`src/hdl/rx_status_pkg.sv`:
```
// constants, field layouts and state codes of the serial receiver status block
// assumes a single clock domain and the plain register port of the top module
package rx_status_pkg;
    localparam logic [4:0] ctrl1_off   = 5'h00;
    localparam logic [4:0] ctrl2_off   = 5'h04;
    localparam logic [4:0] ctrl3_off   = 5'h08;
    localparam logic [4:0] status1_off = 5'h0c;
    localparam logic [4:0] data_off    = 5'h10;
    localparam logic [4:0] baud_off    = 5'h14;

    localparam logic [7:0] baud_reset  = 8'h00;
    localparam logic [4:0] rt_last     = 5'h10;
    localparam logic [4:0] rt_stop     = 5'h0a;
    localparam logic [4:0] rt_resync   = 5'h02;
    localparam logic [4:0] rt_late_max = 5'h04;
    localparam logic [4:0] rt_early    = 5'h0d;
    localparam logic [7:0] idle_len8   = 8'ha0;
    localparam logic [7:0] idle_len9   = 8'hb0;

    // control register one, bits 5..0
    typedef struct packed {
        logic enable;
        logic nine_bit;
        logic wake_sel;
        logic idle_type_bit;
        logic parity_en;
        logic parity_odd;
    } ctrl1_t;

    // control register two, bits 3..0
    typedef struct packed {
        logic receive_full_irq_enable;
        logic idle_irq_enable;
        logic rx_enable;
        logic standby_request_bit;
    } ctrl2_t;

    // control register three, bits 3..0
    typedef struct packed {
        logic overrun_irq_enable;
        logic noise_irq_enable;
        logic framing_irq_enable;
        logic parity_irq_enable;
    } ctrl3_t;

    // status register one, bits 5..0
    typedef struct packed {
        logic receiver_full_flag;
        logic idle_line_flag;
        logic overrun_flag;
        logic noise_flag;
        logic framing_error_flag;
        logic parity_error_flag;
    } status_t;

    typedef enum logic [3:0] {
        hunt_s  = 4'h1,
        start_s = 4'h2,
        data_s  = 4'h4,
        stop_s  = 4'h8
    } rx_state_t;
endpackage

```
`src/hdl/serial_rx_status.sv`:
```
// receiver datapath, status flags and interrupt requests of the serial interface
// assumes rx_line and all control inputs are synchronous to clock
//
// The placing of the registers and the plain strobed port were chosen for this implementation.
`timescale 1ns/10ps
module serial_rx_status (
    // clock and reset
    input  wire logic        clock,
    input  wire logic        resetn,
    // register port
    input  wire logic [4:0]  addr,
    input  wire logic [7:0]  wdata,
    input  wire logic        wr,
    input  wire logic        rd,
    output logic      [7:0]  rdata,
    // serial input and system state
    input  wire logic        rx_line,
    input  wire logic        wait_mode,
    input  wire logic        stop_mode,
    input  wire logic        debug_break,
    input  wire logic        break_clear_enable,
    // requests
    output logic             rx_irq,
    output logic             err_irq,
    output logic             wake_request
);
    rx_status_pkg::ctrl1_t    ctl1_r;
    rx_status_pkg::ctrl2_t    ctl2_r;
    rx_status_pkg::ctrl3_t    ctl3_r;
    rx_status_pkg::status_t   st_r, st_nxt, arm_r;
    rx_status_pkg::rx_state_t state_r, state_nxt;
    logic [7:0] baud_r, div_r, buf_r, rdata_r, ones_r;
    logic [8:0] shift_r;
    logic [4:0] rt_r, rt_nxt;
    logic [3:0] bit_r;
    logic [2:0] hist_r, samp_r;
    logic       noise_r, bitval_r, ninth_r, rx_irq_r, err_irq_r, wake_r;

    function automatic logic maj3(input logic [2:0] s);
        return (s[0] & s[1]) | (s[0] & s[2]) | (s[1] & s[2]);
    endfunction

    function automatic logic split3(input logic [2:0] s);
        return (s != 3'h0) && (s != 3'h7);
    endfunction

    // access and tick qualifiers
    wire acc_ok   = !wait_mode;
    wire wr_ok    = wr && acc_ok;
    wire rd_ok    = rd && acc_ok;
    wire protect  = debug_break && !break_clear_enable;
    wire tick     = ctl1_r.enable && !stop_mode && (div_r == 8'h00);
    wire rx_tick  = tick && ctl2_r.rx_enable;
    wire [2:0] s3 = {samp_r[1:0], rx_line};
    wire hunt_hit = (state_r == rx_status_pkg::hunt_s) && (hist_r == 3'h7) && !rx_line;

    // per-bit sample points
    wire samp_pt  = (rt_r >= 5'h08) && (rt_r <= rx_status_pkg::rt_stop);
    wire st_pt    = (rt_r == 5'h03) || (rt_r == 5'h05) || (rt_r == 5'h07);
    wire at_eval  = rt_r == rx_status_pkg::rt_stop;
    wire at_seven = rt_r == 5'h07;
    wire at_end   = rt_r == rx_status_pkg::rt_last;
    wire fall     = hist_r[0] && !rx_line;
    wire [3:0] nbits = ctl1_r.nine_bit ? 4'h9 : 4'h8;

    // a falling edge after a one: early edge ends the bit, late edge restarts it
    wire in_data    = state_r == rx_status_pkg::data_s;
    wire edge_early = in_data && fall && bitval_r && (rt_r >= rx_status_pkg::rt_early);
    wire edge_late  = in_data && fall && ninth_r && (rt_r <= rx_status_pkg::rt_late_max);

    // character completion at the stop sample point
    wire stop_eval = rx_tick && (state_r == rx_status_pkg::stop_s) && at_eval;
    wire stop_one  = maj3(s3);
    wire stop_nz   = split3(s3);
    wire [8:0] dbits  = ctl1_r.nine_bit ? shift_r : {1'b0, shift_r[8:1]};
    wire       msb    = ctl1_r.nine_bit ? shift_r[8] : shift_r[8];
    wire       brk    = (dbits == 9'h000) && !stop_one;
    wire       par_bad = ctl1_r.parity_en && ((^dbits) != ctl1_r.parity_odd);
    wire addr_wake = stop_eval && ctl2_r.standby_request_bit && ctl1_r.wake_sel && msb;
    wire deliver   = stop_eval && (!ctl2_r.standby_request_bit || addr_wake);
    wire ovr       = deliver && st_r.receiver_full_flag;
    wire xfer      = deliver && !st_r.receiver_full_flag;

    // idle counting: after the start bit or only once the frame is over
    wire count_one = rx_line && (ctl1_r.idle_type_bit ? (state_r == rx_status_pkg::hunt_s)
                                 : (state_r != rx_status_pkg::start_s));
    wire [7:0] idle_len = ctl1_r.nine_bit ? rx_status_pkg::idle_len9 : rx_status_pkg::idle_len8;
    wire idle_hit  = rx_tick && count_one && (ones_r == idle_len - 8'h01);
    wire idle_full = ones_r >= idle_len;
    wire idle_wake = ctl2_r.standby_request_bit && !ctl1_r.wake_sel
                     && (idle_hit || idle_full);

    // register decode
    wire sel_c1 = addr == rx_status_pkg::ctrl1_off;
    wire sel_c2 = addr == rx_status_pkg::ctrl2_off;
    wire sel_c3 = addr == rx_status_pkg::ctrl3_off;
    wire sel_s1 = addr == rx_status_pkg::status1_off;
    wire sel_db = addr == rx_status_pkg::data_off;
    wire sel_bd = addr == rx_status_pkg::baud_off;
    wire arm_step = rd_ok && sel_s1 && !protect;
    wire clr_step = rd_ok && sel_db && !protect;
    wire [7:0] rd_mux = sel_c1 ? {2'h0, ctl1_r} :
                        sel_c2 ? {4'h0, ctl2_r} :
                        sel_c3 ? {3'h0, ninth_r, ctl3_r} :
                        sel_s1 ? {2'h0, st_r} :
                        sel_db ? buf_r :
                        sel_bd ? baud_r : 8'h00;

    // flag update: set wins over the two-step clear
    always_comb begin
        st_nxt = st_r;
        if (clr_step) begin
            st_nxt = st_r & ~arm_r;
        end
        if (xfer) begin
            st_nxt.receiver_full_flag = 1'b1;
            st_nxt.framing_error_flag = st_nxt.framing_error_flag | !stop_one;
            st_nxt.noise_flag = st_nxt.noise_flag | noise_r | stop_nz;
            st_nxt.parity_error_flag = st_nxt.parity_error_flag | (par_bad && !brk);
        end
        if (ovr) begin
            st_nxt.overrun_flag = 1'b1;
        end
        if (idle_hit && !ctl2_r.standby_request_bit) begin
            st_nxt.idle_line_flag = 1'b1;
        end
    end

    // receive sequencer
    always_comb begin
        state_nxt = state_r;
        rt_nxt    = rt_r + 5'h01;
        case (state_r)
            rx_status_pkg::hunt_s: begin
                rt_nxt = hunt_hit ? 5'h02 : 5'h01;
                if (hunt_hit) begin
                    state_nxt = rx_status_pkg::start_s;
                end
            end
            rx_status_pkg::start_s: begin
                if (at_seven && maj3(s3)) begin
                    state_nxt = rx_status_pkg::hunt_s;
                    rt_nxt    = 5'h01;
                end else if (at_end) begin
                    state_nxt = rx_status_pkg::data_s;
                    rt_nxt    = 5'h01;
                end
            end
            rx_status_pkg::data_s: begin
                if (edge_early || edge_late) begin
                    rt_nxt = rx_status_pkg::rt_resync;
                end else if (at_end) begin
                    rt_nxt = 5'h01;
                end
                if ((at_end || edge_early) && (bit_r == nbits - 4'h1)) begin
                    state_nxt = rx_status_pkg::stop_s;
                end
            end
            rx_status_pkg::stop_s: begin
                if (at_eval) begin
                    state_nxt = rx_status_pkg::hunt_s;
                    rt_nxt    = 5'h01;
                end
            end
            default: begin
                state_nxt = rx_status_pkg::hunt_s;
                rt_nxt    = 5'h01;
            end
        endcase
    end

    // baud divider: one sample tick per baud_r+1 clocks
    always_ff @(posedge clock or negedge resetn) begin
        if (!resetn) begin
            div_r <= 8'h00;
        end else if (!stop_mode) begin
            div_r <= (div_r == 8'h00) ? baud_r : div_r - 8'h01;
        end
    end

    always_ff @(posedge clock or negedge resetn) begin
        if (!resetn) begin
            state_r <= rx_status_pkg::hunt_s;
            rt_r    <= 5'h01;
            hist_r  <= 3'h0;
            samp_r  <= 3'h0;
        end else if (rx_tick) begin
            state_r <= state_nxt;
            rt_r    <= rt_nxt;
            hist_r  <= {hist_r[1:0], rx_line};
            if (samp_pt || (st_pt && state_r == rx_status_pkg::start_s)) begin
                samp_r <= s3;
            end
        end
    end

    // data bits, noise accumulation and the last bit value for resync
    always_ff @(posedge clock or negedge resetn) begin
        if (!resetn) begin
            shift_r  <= 9'h000;
            bit_r    <= 4'h0;
            noise_r  <= 1'b0;
            bitval_r <= 1'b0;
            ninth_r  <= 1'b0;
        end else if (rx_tick) begin
            if (hunt_hit) begin
                noise_r <= 1'b0;
                bit_r   <= 4'h0;
            end
            if (state_r == rx_status_pkg::start_s && (at_seven || at_eval) && split3(s3)) begin
                noise_r <= 1'b1;
            end
            if (state_r == rx_status_pkg::start_s && at_eval && s3 != 3'h0) begin
                noise_r <= 1'b1;
            end
            if (in_data && at_eval) begin
                bitval_r <= maj3(s3);
                shift_r  <= ctl1_r.nine_bit ? {maj3(s3), shift_r[8:1]}
                                            : {maj3(s3), shift_r[8:1]};
                if (split3(s3)) begin
                    noise_r <= 1'b1;
                end
            end
            if (in_data && (at_end || edge_early)) begin
                bit_r   <= bit_r + 4'h1;
                ninth_r <= bitval_r;
            end
            if (state_r == rx_status_pkg::start_s) begin
                bitval_r <= 1'b0;
                ninth_r  <= 1'b0;
            end
        end
    end

    // consecutive-ones counter, saturating at the idle length
    always_ff @(posedge clock or negedge resetn) begin
        if (!resetn) begin
            ones_r <= 8'h00;
        end else if (rx_tick) begin
            ones_r <= !count_one ? 8'h00 : (idle_full ? ones_r : ones_r + 8'h01);
        end
    end

    // control registers; stop mode only freezes the tick, registers keep state
    always_ff @(posedge clock or negedge resetn) begin
        if (!resetn) begin
            ctl1_r <= '0;
            ctl2_r <= '0;
            ctl3_r <= '0;
            baud_r <= rx_status_pkg::baud_reset;
        end else begin
            if (wr_ok && sel_c1) begin
                ctl1_r <= wdata[5:0];
            end
            if (wr_ok && sel_c3) begin
                ctl3_r <= wdata[3:0];
            end
            if (wr_ok && sel_bd) begin
                baud_r <= wdata;
            end
            if (wr_ok && sel_c2) begin
                ctl2_r <= wdata[3:0];
            end else if (addr_wake || (idle_wake && rx_tick)) begin
                ctl2_r.standby_request_bit <= 1'b0;
            end
        end
    end

    // status, data buffer and arming of the two-step clear
    always_ff @(posedge clock or negedge resetn) begin
        if (!resetn) begin
            st_r  <= '0;
            arm_r <= '0;
            buf_r <= 8'h00;
        end else begin
            st_r <= st_nxt;
            if (arm_step) begin
                arm_r <= st_r;
            end else if (clr_step) begin
                arm_r <= '0;
            end
            if (xfer) begin
                buf_r <= brk ? 8'h00 : dbits[7:0];
            end
        end
    end

    // registered outputs; requests double as the wait-mode wake source
    always_ff @(posedge clock or negedge resetn) begin
        if (!resetn) begin
            rdata_r   <= 8'h00;
            rx_irq_r  <= 1'b0;
            err_irq_r <= 1'b0;
            wake_r    <= 1'b0;
        end else begin
            rdata_r   <= rd_ok ? rd_mux : 8'h00;
            rx_irq_r  <= !ctl2_r.standby_request_bit
                         && ((st_r.receiver_full_flag && ctl2_r.receive_full_irq_enable)
                         || (st_r.idle_line_flag && ctl2_r.idle_irq_enable));
            err_irq_r <= (st_r.overrun_flag && ctl3_r.overrun_irq_enable)
                         || (st_r.noise_flag && ctl3_r.noise_irq_enable)
                         || (st_r.framing_error_flag && ctl3_r.framing_irq_enable)
                         || (st_r.parity_error_flag && ctl3_r.parity_irq_enable);
            wake_r    <= wait_mode && (rx_irq_r || err_irq_r);
        end
    end

    assign rdata        = rdata_r;
    assign rx_irq       = rx_irq_r;
    assign err_irq      = err_irq_r;
    assign wake_request = wake_r;
endmodule

```
`config.mk`:
```
export PLATFORM = sky130hd
export DESIGN_NAME = serial_rx_status
export DESIGN_NICKNAME = d
export VERILOG_FILES = /design/src/hdl/rx_status_pkg.sv /design/src/hdl/serial_rx_status.sv
export SDC_FILE = /design/constraint.sdc
export NUM_CORES = 1
export LEC_CHECK = 0
export BUFFER_PORTS_ARGS = -buffer_cell sky130_fd_sc_hd__buf_2
export CAP_MARGIN = 0
export CORE_MARGIN = 4
export CORE_UTILIZATION = 40
export CTS_CLUSTER_DIAMETER = 120
export DETAILED_ROUTE_END_ITERATION = 12
export PLACE_DENSITY = 0.65
export SETUP_SLACK_MARGIN = 0.2
export SYNTH_ARGS = -nofsm -noshare
export SYNTH_HDL_FRONTEND = slang
export SYNTH_SLANG_ARGS = --single-unit
```
`constraint.sdc`:
```
create_clock -name clock -period 2.6 [get_ports clock]
set_input_delay 0.52 -clock clock [delete_from_list [all_inputs] [get_ports clock]]
set_output_delay 0.52 -clock clock [all_outputs]
set_load 0.01 [all_outputs]
```
==> results of run 1 <==
[path summary, 6_finish.rpt]
kind / to
setup / recovery: ctl2_r[0]$_DFFE_PN0P_
hold / removal: div_r[1]$_DFFE_PN0N_
setup reg to reg: ctl2_r[0]$_DFFE_PN0P_
hold reg to reg: st_r[5]$_DFFE_PN0P_
max in group asynchronous: st_r[3]$_DFFE_PN0P_
min in group clock: baud_r[7]$_DFFE_PN0P_
[logic make-up (layout without fill, tap and decap cells)]
kind of cell,Yosys count,in the layout,share of synthesized area (%)
compound gates,134,134,16.59
xor+xnor,9,9,1.506
fa+ha+maj,14,14,3.299
buf+inv,33,116,2.486
flops,99,99,47.38
mux,39,39,8.128
simple gates,208,208,20.61
[report_power, final]
group	internal (W)	total [W]	switching [W]
combinational	0.000331	0.000646	0.000315
sequential	0.00165	0.00177	0.000121
clock	0.000760	0.00135	0.000593
[sequential cells by signal (all words and copies together) (netlist names), 2 cells and up]
signal / cells
baud_r: 8
st_r: 6
state_r: 4
rdata: 8
shift_r: 9
samp_r: 2
bit_r: 4
div_r: 8
ones_r: 8
buf_r: 8
arm_r: 6
rt_r: 5
ctl1_r: 6
hist_r: 3
ctl3_r: 4
ctl2_r: 4
[cell type report]
type                       count  area share [%]
multi-input combinational    404           43.65
sequential                    99           38.00
timing repair buffer          88           9.753
clock buffer                  10           3.506
tap                          172           3.296
clock inverter                 6           1.111
inverter                      12          0.6898
[critical path: stages (launching register included)]
cell       delay [ns]
dfrtp_1          0.41
inv_2            0.09
ha_4             0.13
or3b_4           0.40
nor4b_4          0.28
buf_4            0.18
o2111ai_2        0.10
or4_4            0.52
a2111oi_4        0.30
a21oi_1          0.07
[Yosys cell counts (all sizes together), types with 5 or more instances]
cell type,n
nand2,90
o31ai,11
a22o,6
clkbuf,17
nor3,18
a22oi,8
nor4,6
mux2i,11
nand2b,7
inv,12
nor2,25
or3,6
mux2,28
nand3,14
dfrtp,97
nor4b,6
a21oi,31
ha,13
xnor2,5
o21ai,41
a41oi,5
[timing repair]
| item | in CTS | in global routing |
|---|---|---|
| gates cloned | 0 | 2 |
| setup endpoints to repair | 6 | 44 |
| setup buffers | 7 | 9 |
| pin swaps | 7 | 13 |
| gates resized for setup | 16 | 38 |
[through the flow]
step / cell area, sq um / hold slack [ns] / utilization, %
final: 6530 / 0.1070 / 51.33
after global routing: 6530 / 0.1269 / 51.33
after CTS: 6290 / 0.1161 / 49.44
after detailed placement: 5868 / 0.4583 / 46.13
after global placement: 5868 / 0.4504 / 46.13
after floorplan: 5271 / 0.2244 / -
[metal layers]
metal,vias up,track usage [%]
li1,2134,-
met1,2195,22.63
met2,118,30.37
met3,22,4.516
met4,0,5.178
met5,-,0
==> metrics.yaml, run 1 <==
worst_setup_path:
  rr_worst_depth: 9
  critical_path_arrival_ns: 2.83
  worst_setup_path_end_kind: "flip-flop"
  rr_startpoint: "div_r[1]$_DFFE_PN0N_"
  cp_max_fo: 3
  setup.worst_path.start: "div_r[1]$_DFFE_PN0N_"
  start_kind: "flip-flop"
  cp.required_ns: 2.83
  reg2reg_setup_slack_ns: -0.001
  worstSetupPathType: "reg2reg"
timing:
  drv_slew: 0
  min_period_over_period_pct: 100.1
  relSlewSlack_pct: 51.81
  hold_violations: 0
  fin_crit_ns: 2.601
  rsz0062_at_grt: "true"
  skew_ns: 0.007077
  setup_violations: 1
  max_freq_mhz: 384.4
  finalWorstSetupSlack_ns: -0.001480
  tns_ns: -0.001480
  tightest_slew_ns: 0.7180
yosys:
  syn_nets: 571
  ys_warn_count: 0
  synth_cells: 536
  async_flop_share_pct: 100.0
  synthFlopType: "dfrtp_1"
  syn_area_per_cell_sq_um: 9.764
  ys_seq_area_share_pct: 47.38
  yosysTopAreaCell: "dfrtp_1"
  synth_seq_cells: 99
  synth_top_area_share_pct: 46.38
  synth-edff-count: 0
  synth_cell_type_count: 66
  synthTopCellsByArea: "dfrtp_1 (46%), nand2_1 (6.5%), mux2_2 (6.0%)"
  netlist_area_sq_mm: 0.005234
cells_and_area:
  mostFrequentLayoutCells: "dfrtp_1 (96), nand2_1 (87), buf_4 (45)"
  final_layout_size_suffix_gt1_share_pct: 28.11
  num_antenna_cells: 0
  area_growth_syn_to_layout_pct: 24.77
  final_common_cell: "dfrtp_1"
  fin_nets: 649
  final-seq-area_sq_mm: 0.002481
  fillerInstances: 1168
  instances_no_fill: 791
  multiInputGateArea_sq_mm: 0.002850
detailed_routing:
  dr.first_iter.drc_count: 321
  drt_wl_total_mm: 13.06
  vias: 4469
  routedWlPerCell_um: 16.51
  dr_wl_met2_mm: 6.466
  avgViaCountPerCell: 5.650
  post-route-drc-count: 0
  wl_met1_mm: 5.780
  wl_met3_um: 585
  firstDrtPassIters: 5
  antenna_left: 0
  topRoutingLayerUsed: "met4"
clock_network:
  clk_pin_slew_ns: 0.07
  cts_hold_buf: 0
  cts.sinks: 99
  h-tree-depth: 3
  cts_tree: "done"
  cts_root_buffer: "clkbuf_16"
  cts_buffer_depth: 2
  clk_latency_ns: 0.35
  numCtsBuffers: 9
grt:
  antenna_found_initial: 0
  grt_max_degree: 70
  grt.overflow.total: 0
  grt_pass1_vias: 4238
  grt_pass1_wl_mm: 21.02
  grtUsageTotal_pct: 17.89
placed_design:
  pre_cts_ws_ns: -0.01344
  gp_congestion: 0.8794
  post-dp-hpwl_mm: 9.309
  portBuffers: 32
  dp_cells: 757
power_and_ir_drop:
  p_leak_nw: 2.858
  ir_worst_vdd_mv: 0.3396
  p_per_area_mw_per_mm2: 576.7
  p_total_w: 0.003766
worst_hold_path:
  hp-class: "in2async"
floorplan:
  core_sq_mm: 0.01272
  die_area_sq_mm: 0.01498
  num_io_pins: 33
  die_h_um: 122.4
  start_util_pct: 41.14
  die_x_um: 122.4
  rows: 41
status:
  status: "finished, violations left"
  violations: "negative setup slack"
job:
  cap_violations: 0
Note: power is estimated with default switching activity, not from simulation.
==> run 2, diff against run 1 <==
Settings changed: ABC_AREA from default to 1, PLACE_DENSITY 0.65 to 0.64.
==> run 2 against run 1 <==
Compared with the run above: the run now ends clean; maximum frequency up 24%; utilization shrank 5.3 points; clock skew barely moved; global-route usage is 0.97 points lower; via count increased by 4.9%; non-clock buffer count shrank 52; final area is 6.4% lower; clock power is essentially flat; power grew 0.79%; critical path depth increased by 1; first-iteration DRC count down 3.7%; critical path type unchanged.
==> metrics.yaml, run 2 <==
power_and_ir_drop:
  p_per_area_mw_per_mm2: 620.9
  p_clk_share_pct: 35.5
  intPower_w: 0.002689
  p_total_w: 0.003796
  net-switching-power_w: 0.001107
  p_seq_share_pct: 47.8
  share_comb_of_total_power_pct: 16.6
  p_leak_nw: 3.121
  switching_share_pct: 29.17
  ir_worst_vdd_mv: 0.3131
clock_network:
  post_cts_buffers: 0
  h-tree-depth: 3
  cts_tree: "done"
  numCtsBuffers: 9
  clk_pin_slew_ns: 0.07
  cts_root_buffer: "clkbuf_16"
  cts_hold_buf: 0
  cts.sinks: 99
  post_cts_resized: 0
  clk_latency_ns: 0.35
  cts_buffer_depth: 2
placed_design:
  portBuffers: 32
  gp_congestion: 0.8385
  post-dp-hpwl_mm: 9.333
timing:
  skew_ns: 0.006661
  setup_violations: 0
  tns_ns: 0
  fin_crit_ns: 2.103
  relSlewSlack_pct: 61.99
  max_freq_mhz: 475.5
  tightest_slew_ns: 0.5701
  drv_slew: 0
  min_period_over_period_pct: 80.89
  hold_violations: 0
  rsz0062_at_grt: "false"
cells_and_area:
  num_antenna_cells: 0
  final_layout_size_suffix_gt1_share_pct: 11.55
  final_common_cell: "nand2_1"
  area_growth_syn_to_layout_pct: 11.88
  mostFrequentLayoutCells: "nand2_1 (231), dfrtp_1 (97), inv_1 (80)"
  largest_reg_flops: 9
  fin_nets: 792
  top_register: "shift_r"
worst_setup_path:
  critical_path_arrival_ns: 2.38
  start_kind: "flip-flop"
  worst_setup_path_end_kind: "flip-flop"
  cp.required_ns: 2.87
  cp_max_fo: 10
  worstSetupPathType: "reg2reg"
detailed_routing:
  vias: 4690
  antenna_left: 0
  avgViaCountPerCell: 5.000
  drt_wl_total_mm: 12.60
  routedWlPerCell_um: 13.44
  firstDrtPassIters: 5
  post-route-drc-count: 0
  dr.first_iter.drc_count: 309
floorplan:
  die_h_um: 124.9
  die_area_sq_mm: 0.01559
  start_util_pct: 41.10
  num_io_pins: 33
  rows: 42
  core_sq_mm: 0.01330
  die_x_um: 124.9
grt:
  grtUsageTotal_pct: 16.92
  grt_max_degree: 100
  antenna_found_initial: 0
  grt_pass1_wl_mm: 21.57
  grt_pass1_vias: 4370
  grt.overflow.total: 0
yosys:
  ys_warn_count: 0
  synth_seq_cells: 99
  synth_cells: 723
  synth_most_common_cell: "nand2_1"
  synthFlopType: "dfrtp_1"
  ys_seq_area_share_pct: 45.39
  async_flop_share_pct: 100.0
  synthTopCellsByArea: "dfrtp_1 (44%), nand2_1 (16%), inv_1 (5.5%)"
  netlist_area_sq_mm: 0.005464
  synth-edff-count: 0
  synth_top_area_share_pct: 44.42
  synth_common_cells: "nand2_1 (231), dfrtp_1 (97), inv_1 (80)"
  syn_area_per_cell_sq_um: 7.557
  synth_cell_type_count: 45
  syn_nets: 758
  yosysTopAreaCell: "dfrtp_1"
status:
  status: "complete, no violations"
worst_hold_path:
  hp-class: "in2async"
job:
  cap_violations: 0
==> run 2: changes by cell type after synthesis, sizes merged, moves of 8 or more <==
cell | previous run | this run
mux2i | 11 | 0
o21ai | 41 | 86
nand2 | 90 | 235
nand3 | 14 | 35
inv | 12 | 96
mux2 | 28 | 2
clkbuf | 17 | 4
nor2 | 25 | 57
a22oi | 8 | 0
nor3 | 18 | 9
o31ai | 11 | 1
==> run 2: kinds of logic after synthesis <==
family	after synthesis	synth area share, %
simple gates	353	27.94
mux	2	0.4122
xor+xnor	14	2.244
flops	99	45.39
fa+ha+maj	13	2.977
buf+inv	109	7.900
compound gates	133	13.14
==> run 2: area by class of cell <==
cell class              count  area (sq um)
inverters                  96         360.3
well taps                 176         220.2
flip-flops and latches     99          2480
repair buffers             36         205.2
multi-input cells         515          2552
clock buffers              12         246.5
fillers                  1337          7182
clock inverters             4         48.80
==> run 2: power groups by stage <==
stage | combinational [W] | sequential, W | clock [W]
2_1_floorplan | 0.000482 | 0.00180 | 0
3_5_place_dp | 0.000632 | 0.00184 | 0
3_3_place_gp | 0.000629 | 0.00184 | 0
6_report | 0.000631 | 0.00182 | 0.00135
4_1_cts | 0.000639 | 0.00182 | 0.00138
5_1_grt | 0.000726 | 0.00184 | 0.00145
==> run 2: stage by stage <==
step / util [%] / setup slack (ns) / cells / cell area, sq um / hold slack [ns]
after floorplan: - / 0.5654 / 723 / 5464 / 0.2244
after global placement: 43.76 / 0.5076 / 922 / 5818 / 0.4667
after detailed placement: 43.76 / 0.4492 / 922 / 5818 / 0.4654
after CTS: 45.98 / 0.4606 / 938 / 6113 / 0.2395
after global routing: 45.98 / 0.2958 / 938 / 6113 / 0.2519
final: 45.98 / 0.4969 / 938 / 6113 / 0.1613
==> run 2: worst paths after layout <==
check,endpoint,slack [ns],cells past startpoint,startpoint
worst min-delay path,div_r[3]$_DFFE_PN0N_,0.16,2,resetn
min in group clock,baud_r[6]$_DFFE_PN0P_,0.38,2,wdata[6]
worst max-delay path,st_r[0]$_DFF_PN0_,0.50,10,ctl1_r[4]$_DFFE_PN0P_
worst min register to register,buf_r[6]$_DFFE_PN0P_,0.48,2,buf_r[6]$_DFFE_PN0P_
worst max register to register,st_r[0]$_DFF_PN0_,0.50,10,ctl1_r[4]$_DFFE_PN0P_
max in group asynchronous,rt_r[0]$_DFFE_PN1P_,1.95,2,resetn
==> run 2: critical path, cell delays in order (launching register included) <==
cell and delay [ns]:
dfrtp_1 0.52, inv_1 0.19, o21ai_0 0.28, ha_1 0.29, xnor2_1 0.14, or2_2 0.29
nand2_1 0.06, nand2_1 0.04, nand2_1 0.05, nand2_1 0.04, o21ai_1 0.12
==> run 2: layer usage <==
metal	track usage [%]	part of all wire, %
met4	5.867	1.9
met3	4.074	4.1
met1	21.94	46
met5	0	0
met2	27.74	48
==> run 3, diff against run 2 <==
Settings changed: ABC_AREA 1 to 0, PLACE_DENSITY 0.64 to 0.62.
Clock period 2.6 ns to 1.96 ns, I/O delays scaled along.
==> run 3 against run 2 <==
Compared with the run above: the run now ends with negative setup slack left; global-route usage up 3.5 points; count of clock-buffer cells in the layout is 3 lower; non-clock buffer count up 124; critical path depth decreased by 1; via count up 1.3%; final area up 25%; maximum frequency decreased by 20%.
==> metrics.yaml, run 3 (same netlist as run 1, synthesis figures left out) <==
placed_design:
  gp_congestion: 0.8553
  portBuffers: 32
  post-dp-hpwl_mm: 10.39
detailed_routing:
  avgViaCountPerCell: 5.490
  routedWlPerCell_um: 17.44
  firstDrtPassIters: 5
  vias: 4749
  antenna_left: 0
  drt_wl_total_mm: 15.08
  post-route-drc-count: 0
  dr.first_iter.drc_count: 356
timing:
  tightest_slew_ns: 0.4955
  max_freq_mhz: 382.3
  skew_ns: 0.006256
  fin_crit_ns: 2.616
  hold_ws_ns: 0.2715
  relSlewSlack_pct: 66.84
  drv_slew: 0
  finalWorstSetupSlack_ns: -0.6558
  setup_violations: 51
  tns_ns: -12.20
  rsz0062_at_grt: "true"
  hold_violations: 0
  min_period_over_period_pct: 133.5
cells_and_area:
  final_layout_size_suffix_gt1_share_pct: 43.58
  num_antenna_cells: 0
  final_common_cell: "buf_4"
  top_register: "shift_r"
  area_growth_syn_to_layout_pct: 46.43
  final-seq-area_sq_mm: 0.002481
  multiInputGateArea_sq_mm: 0.003269
  fin_nets: 723
  largest_reg_flops: 9
  fillerInstances: 1054
  mostFrequentLayoutCells: "buf_4 (98), dfrtp_1 (96), nand2_1 (78)"
grt:
  grtUsageTotal_pct: 20.43
  grt_pass1_wl_mm: 23.67
  grt.overflow.total: 0
  grt_max_degree: 41
  antenna_found_initial: 0
  grt_pass1_vias: 4675
clock_network:
  cts_tree: "done"
  cts_buffer_depth: 2
  numCtsBuffers: 9
  cts.sinks: 99
  cts_root_buffer: "clkbuf_16"
  clk_latency_ns: 0.36
  clk_pin_slew_ns: 0.07
  h-tree-depth: 3
floorplan:
  die_area_sq_mm: 0.01498
  rows: 41
  die_h_um: 122.4
  core_sq_mm: 0.01272
  start_util_pct: 41.14
  die_x_um: 122.4
  num_io_pins: 33
status:
  violations: "negative setup slack"
  status: "finished, violations left"
worst_setup_path:
  rr_startpoint: "div_r[1]$_DFFE_PN0N_"
  worstSetupPathType: "reg2reg"
  crit_path_cell_trace: "inv_2 > ha_4 > or3b_4 > nor4b_4 > buf_4 > o2111ai_4 > or4_4 > a2111oi_4 > a21oi_2"
  crit_family: "simple AND/OR/NAND/NOR gates"
  rr_worst_depth: 9
  crit_slowest_cell: "or4_4"
  reg2reg_setup_slack_ns: -0.66
  r2r_end: "ctl2_r[0]$_DFFE_PN0P_"
  worst_setup_path_end_kind: "flip-flop"
  cp.required_ns: 2.20
  crit_buf_inv: 2
  cp_max_fo: 3
  start_kind: "flip-flop"
  critical_path_arrival_ns: 2.85
  critical-path-max-stage-delay_ns: 0.52
worst_hold_path:
  hp-class: "in2reg"
  hold_start: "wdata[7]"
  whs_path_depth: 2
  hold-path-endpoint: "baud_r[7]$_DFFE_PN0P_"
power_and_ir_drop:
  p_per_area_mw_per_mm2: 721.6
  p_total_w: 0.005530
  ir_worst_vdd_mv: 0.3148
  p_leak_nw: 3.471
job:
  cap_violations: 0
run 3: cell count changes in the layout (fill, tap and decap cells not counted), sizes merged, moves of 8 or more:
cell and change:
a22oi +8, buf +123, inv -83, mux2 +26, mux2i +11, nand2 -145, nand3 -21, nor2 -32
nor3 +9, o21ai -44, o31ai +10
run 3: worst max-delay path by stage:
stage	from	end	slack [ns]	cells past startpoint
after floorplan	div_r[1]$_DFFE_PN0N_	ctl2_r[0]$_DFFE_PN0P_	-0.49	8
after CTS	div_r[1]$_DFFE_PN0N_	ctl2_r[0]$_DFFE_PN0P_	-0.62	9
final	div_r[1]$_DFFE_PN0N_	ctl2_r[0]$_DFFE_PN0P_	-0.66	9
after global placement	div_r[1]$_DFFE_PN0N_	ctl2_r[0]$_DFFE_PN0P_	-0.59	9
after detailed placement	div_r[1]$_DFFE_PN0N_	ctl2_r[0]$_DFFE_PN0P_	-0.62	9
after global routing	div_r[0]$_DFFE_PN0N_	ctl2_r[0]$_DFFE_PN0P_	-0.73	9
run 3: cell type report:
type,count,area share [%]
clock buffer,9,2.939
clock inverter,7,1.616
inverter,12,0.5878
multi-input combinational,406,42.66
sequential,99,32.38
tap,172,2.808
timing repair buffer,160,17.01
run 3: through the flow:
stage	util [%]	cells	instance area, sq um	setup slack [ns]
after floorplan	-	536	5451	-0.4860
after global placement	51.20	820	6514	-0.5853
after detailed placement	51.20	820	6514	-0.6187
after CTS	57.97	857	7375	-0.6177
after global routing	60.24	865	7664	-0.7336
final	60.24	865	7664	-0.6558
run 3: worst reg2reg max path: stages (launching register included):
cell	delay (ns)
dfrtp_1	0.39
inv_2	0.08
ha_4	0.13
or3b_4	0.40
nor4b_4	0.27
buf_4	0.18
o2111ai_4	0.12
or4_4	0.52
a2111oi_4	0.34
a21oi_2	0.05
run 3: timing repair:
| action | 4_1_cts | 5_1_grt |
|---|---|---|
| buffers inserted | 12 | 8 |
| cloned | 8 | 0 |
| endpoints found under the setup margin | 55 | 56 |
| hold buffers | 1 | 0 |
| gates resized for setup | 92 | 48 |
| endpoints found under the hold margin | 25 | 0 |
| pin swaps | 29 | 23 |
run 3: per-layer routing:
| layer | global-route usage [%] | wire length (um) | vias to the layer above |
|---|---|---|---|
| met2 | 36.04 | 7767 | 120 |
| met4 | 7.908 | 246 | 0 |
| met5 | 0 | 0 | - |
| met3 | 2.949 | 660 | 21 |
| li1 | - | - | 2286 |
| met1 | 25.25 | 6409 | 2322 |
run 3: power by group:
part	switching (W)	internal, W
sequential	0.000117	0.00218
combinational	0.000564	0.000573
clock	0.000833	0.00126
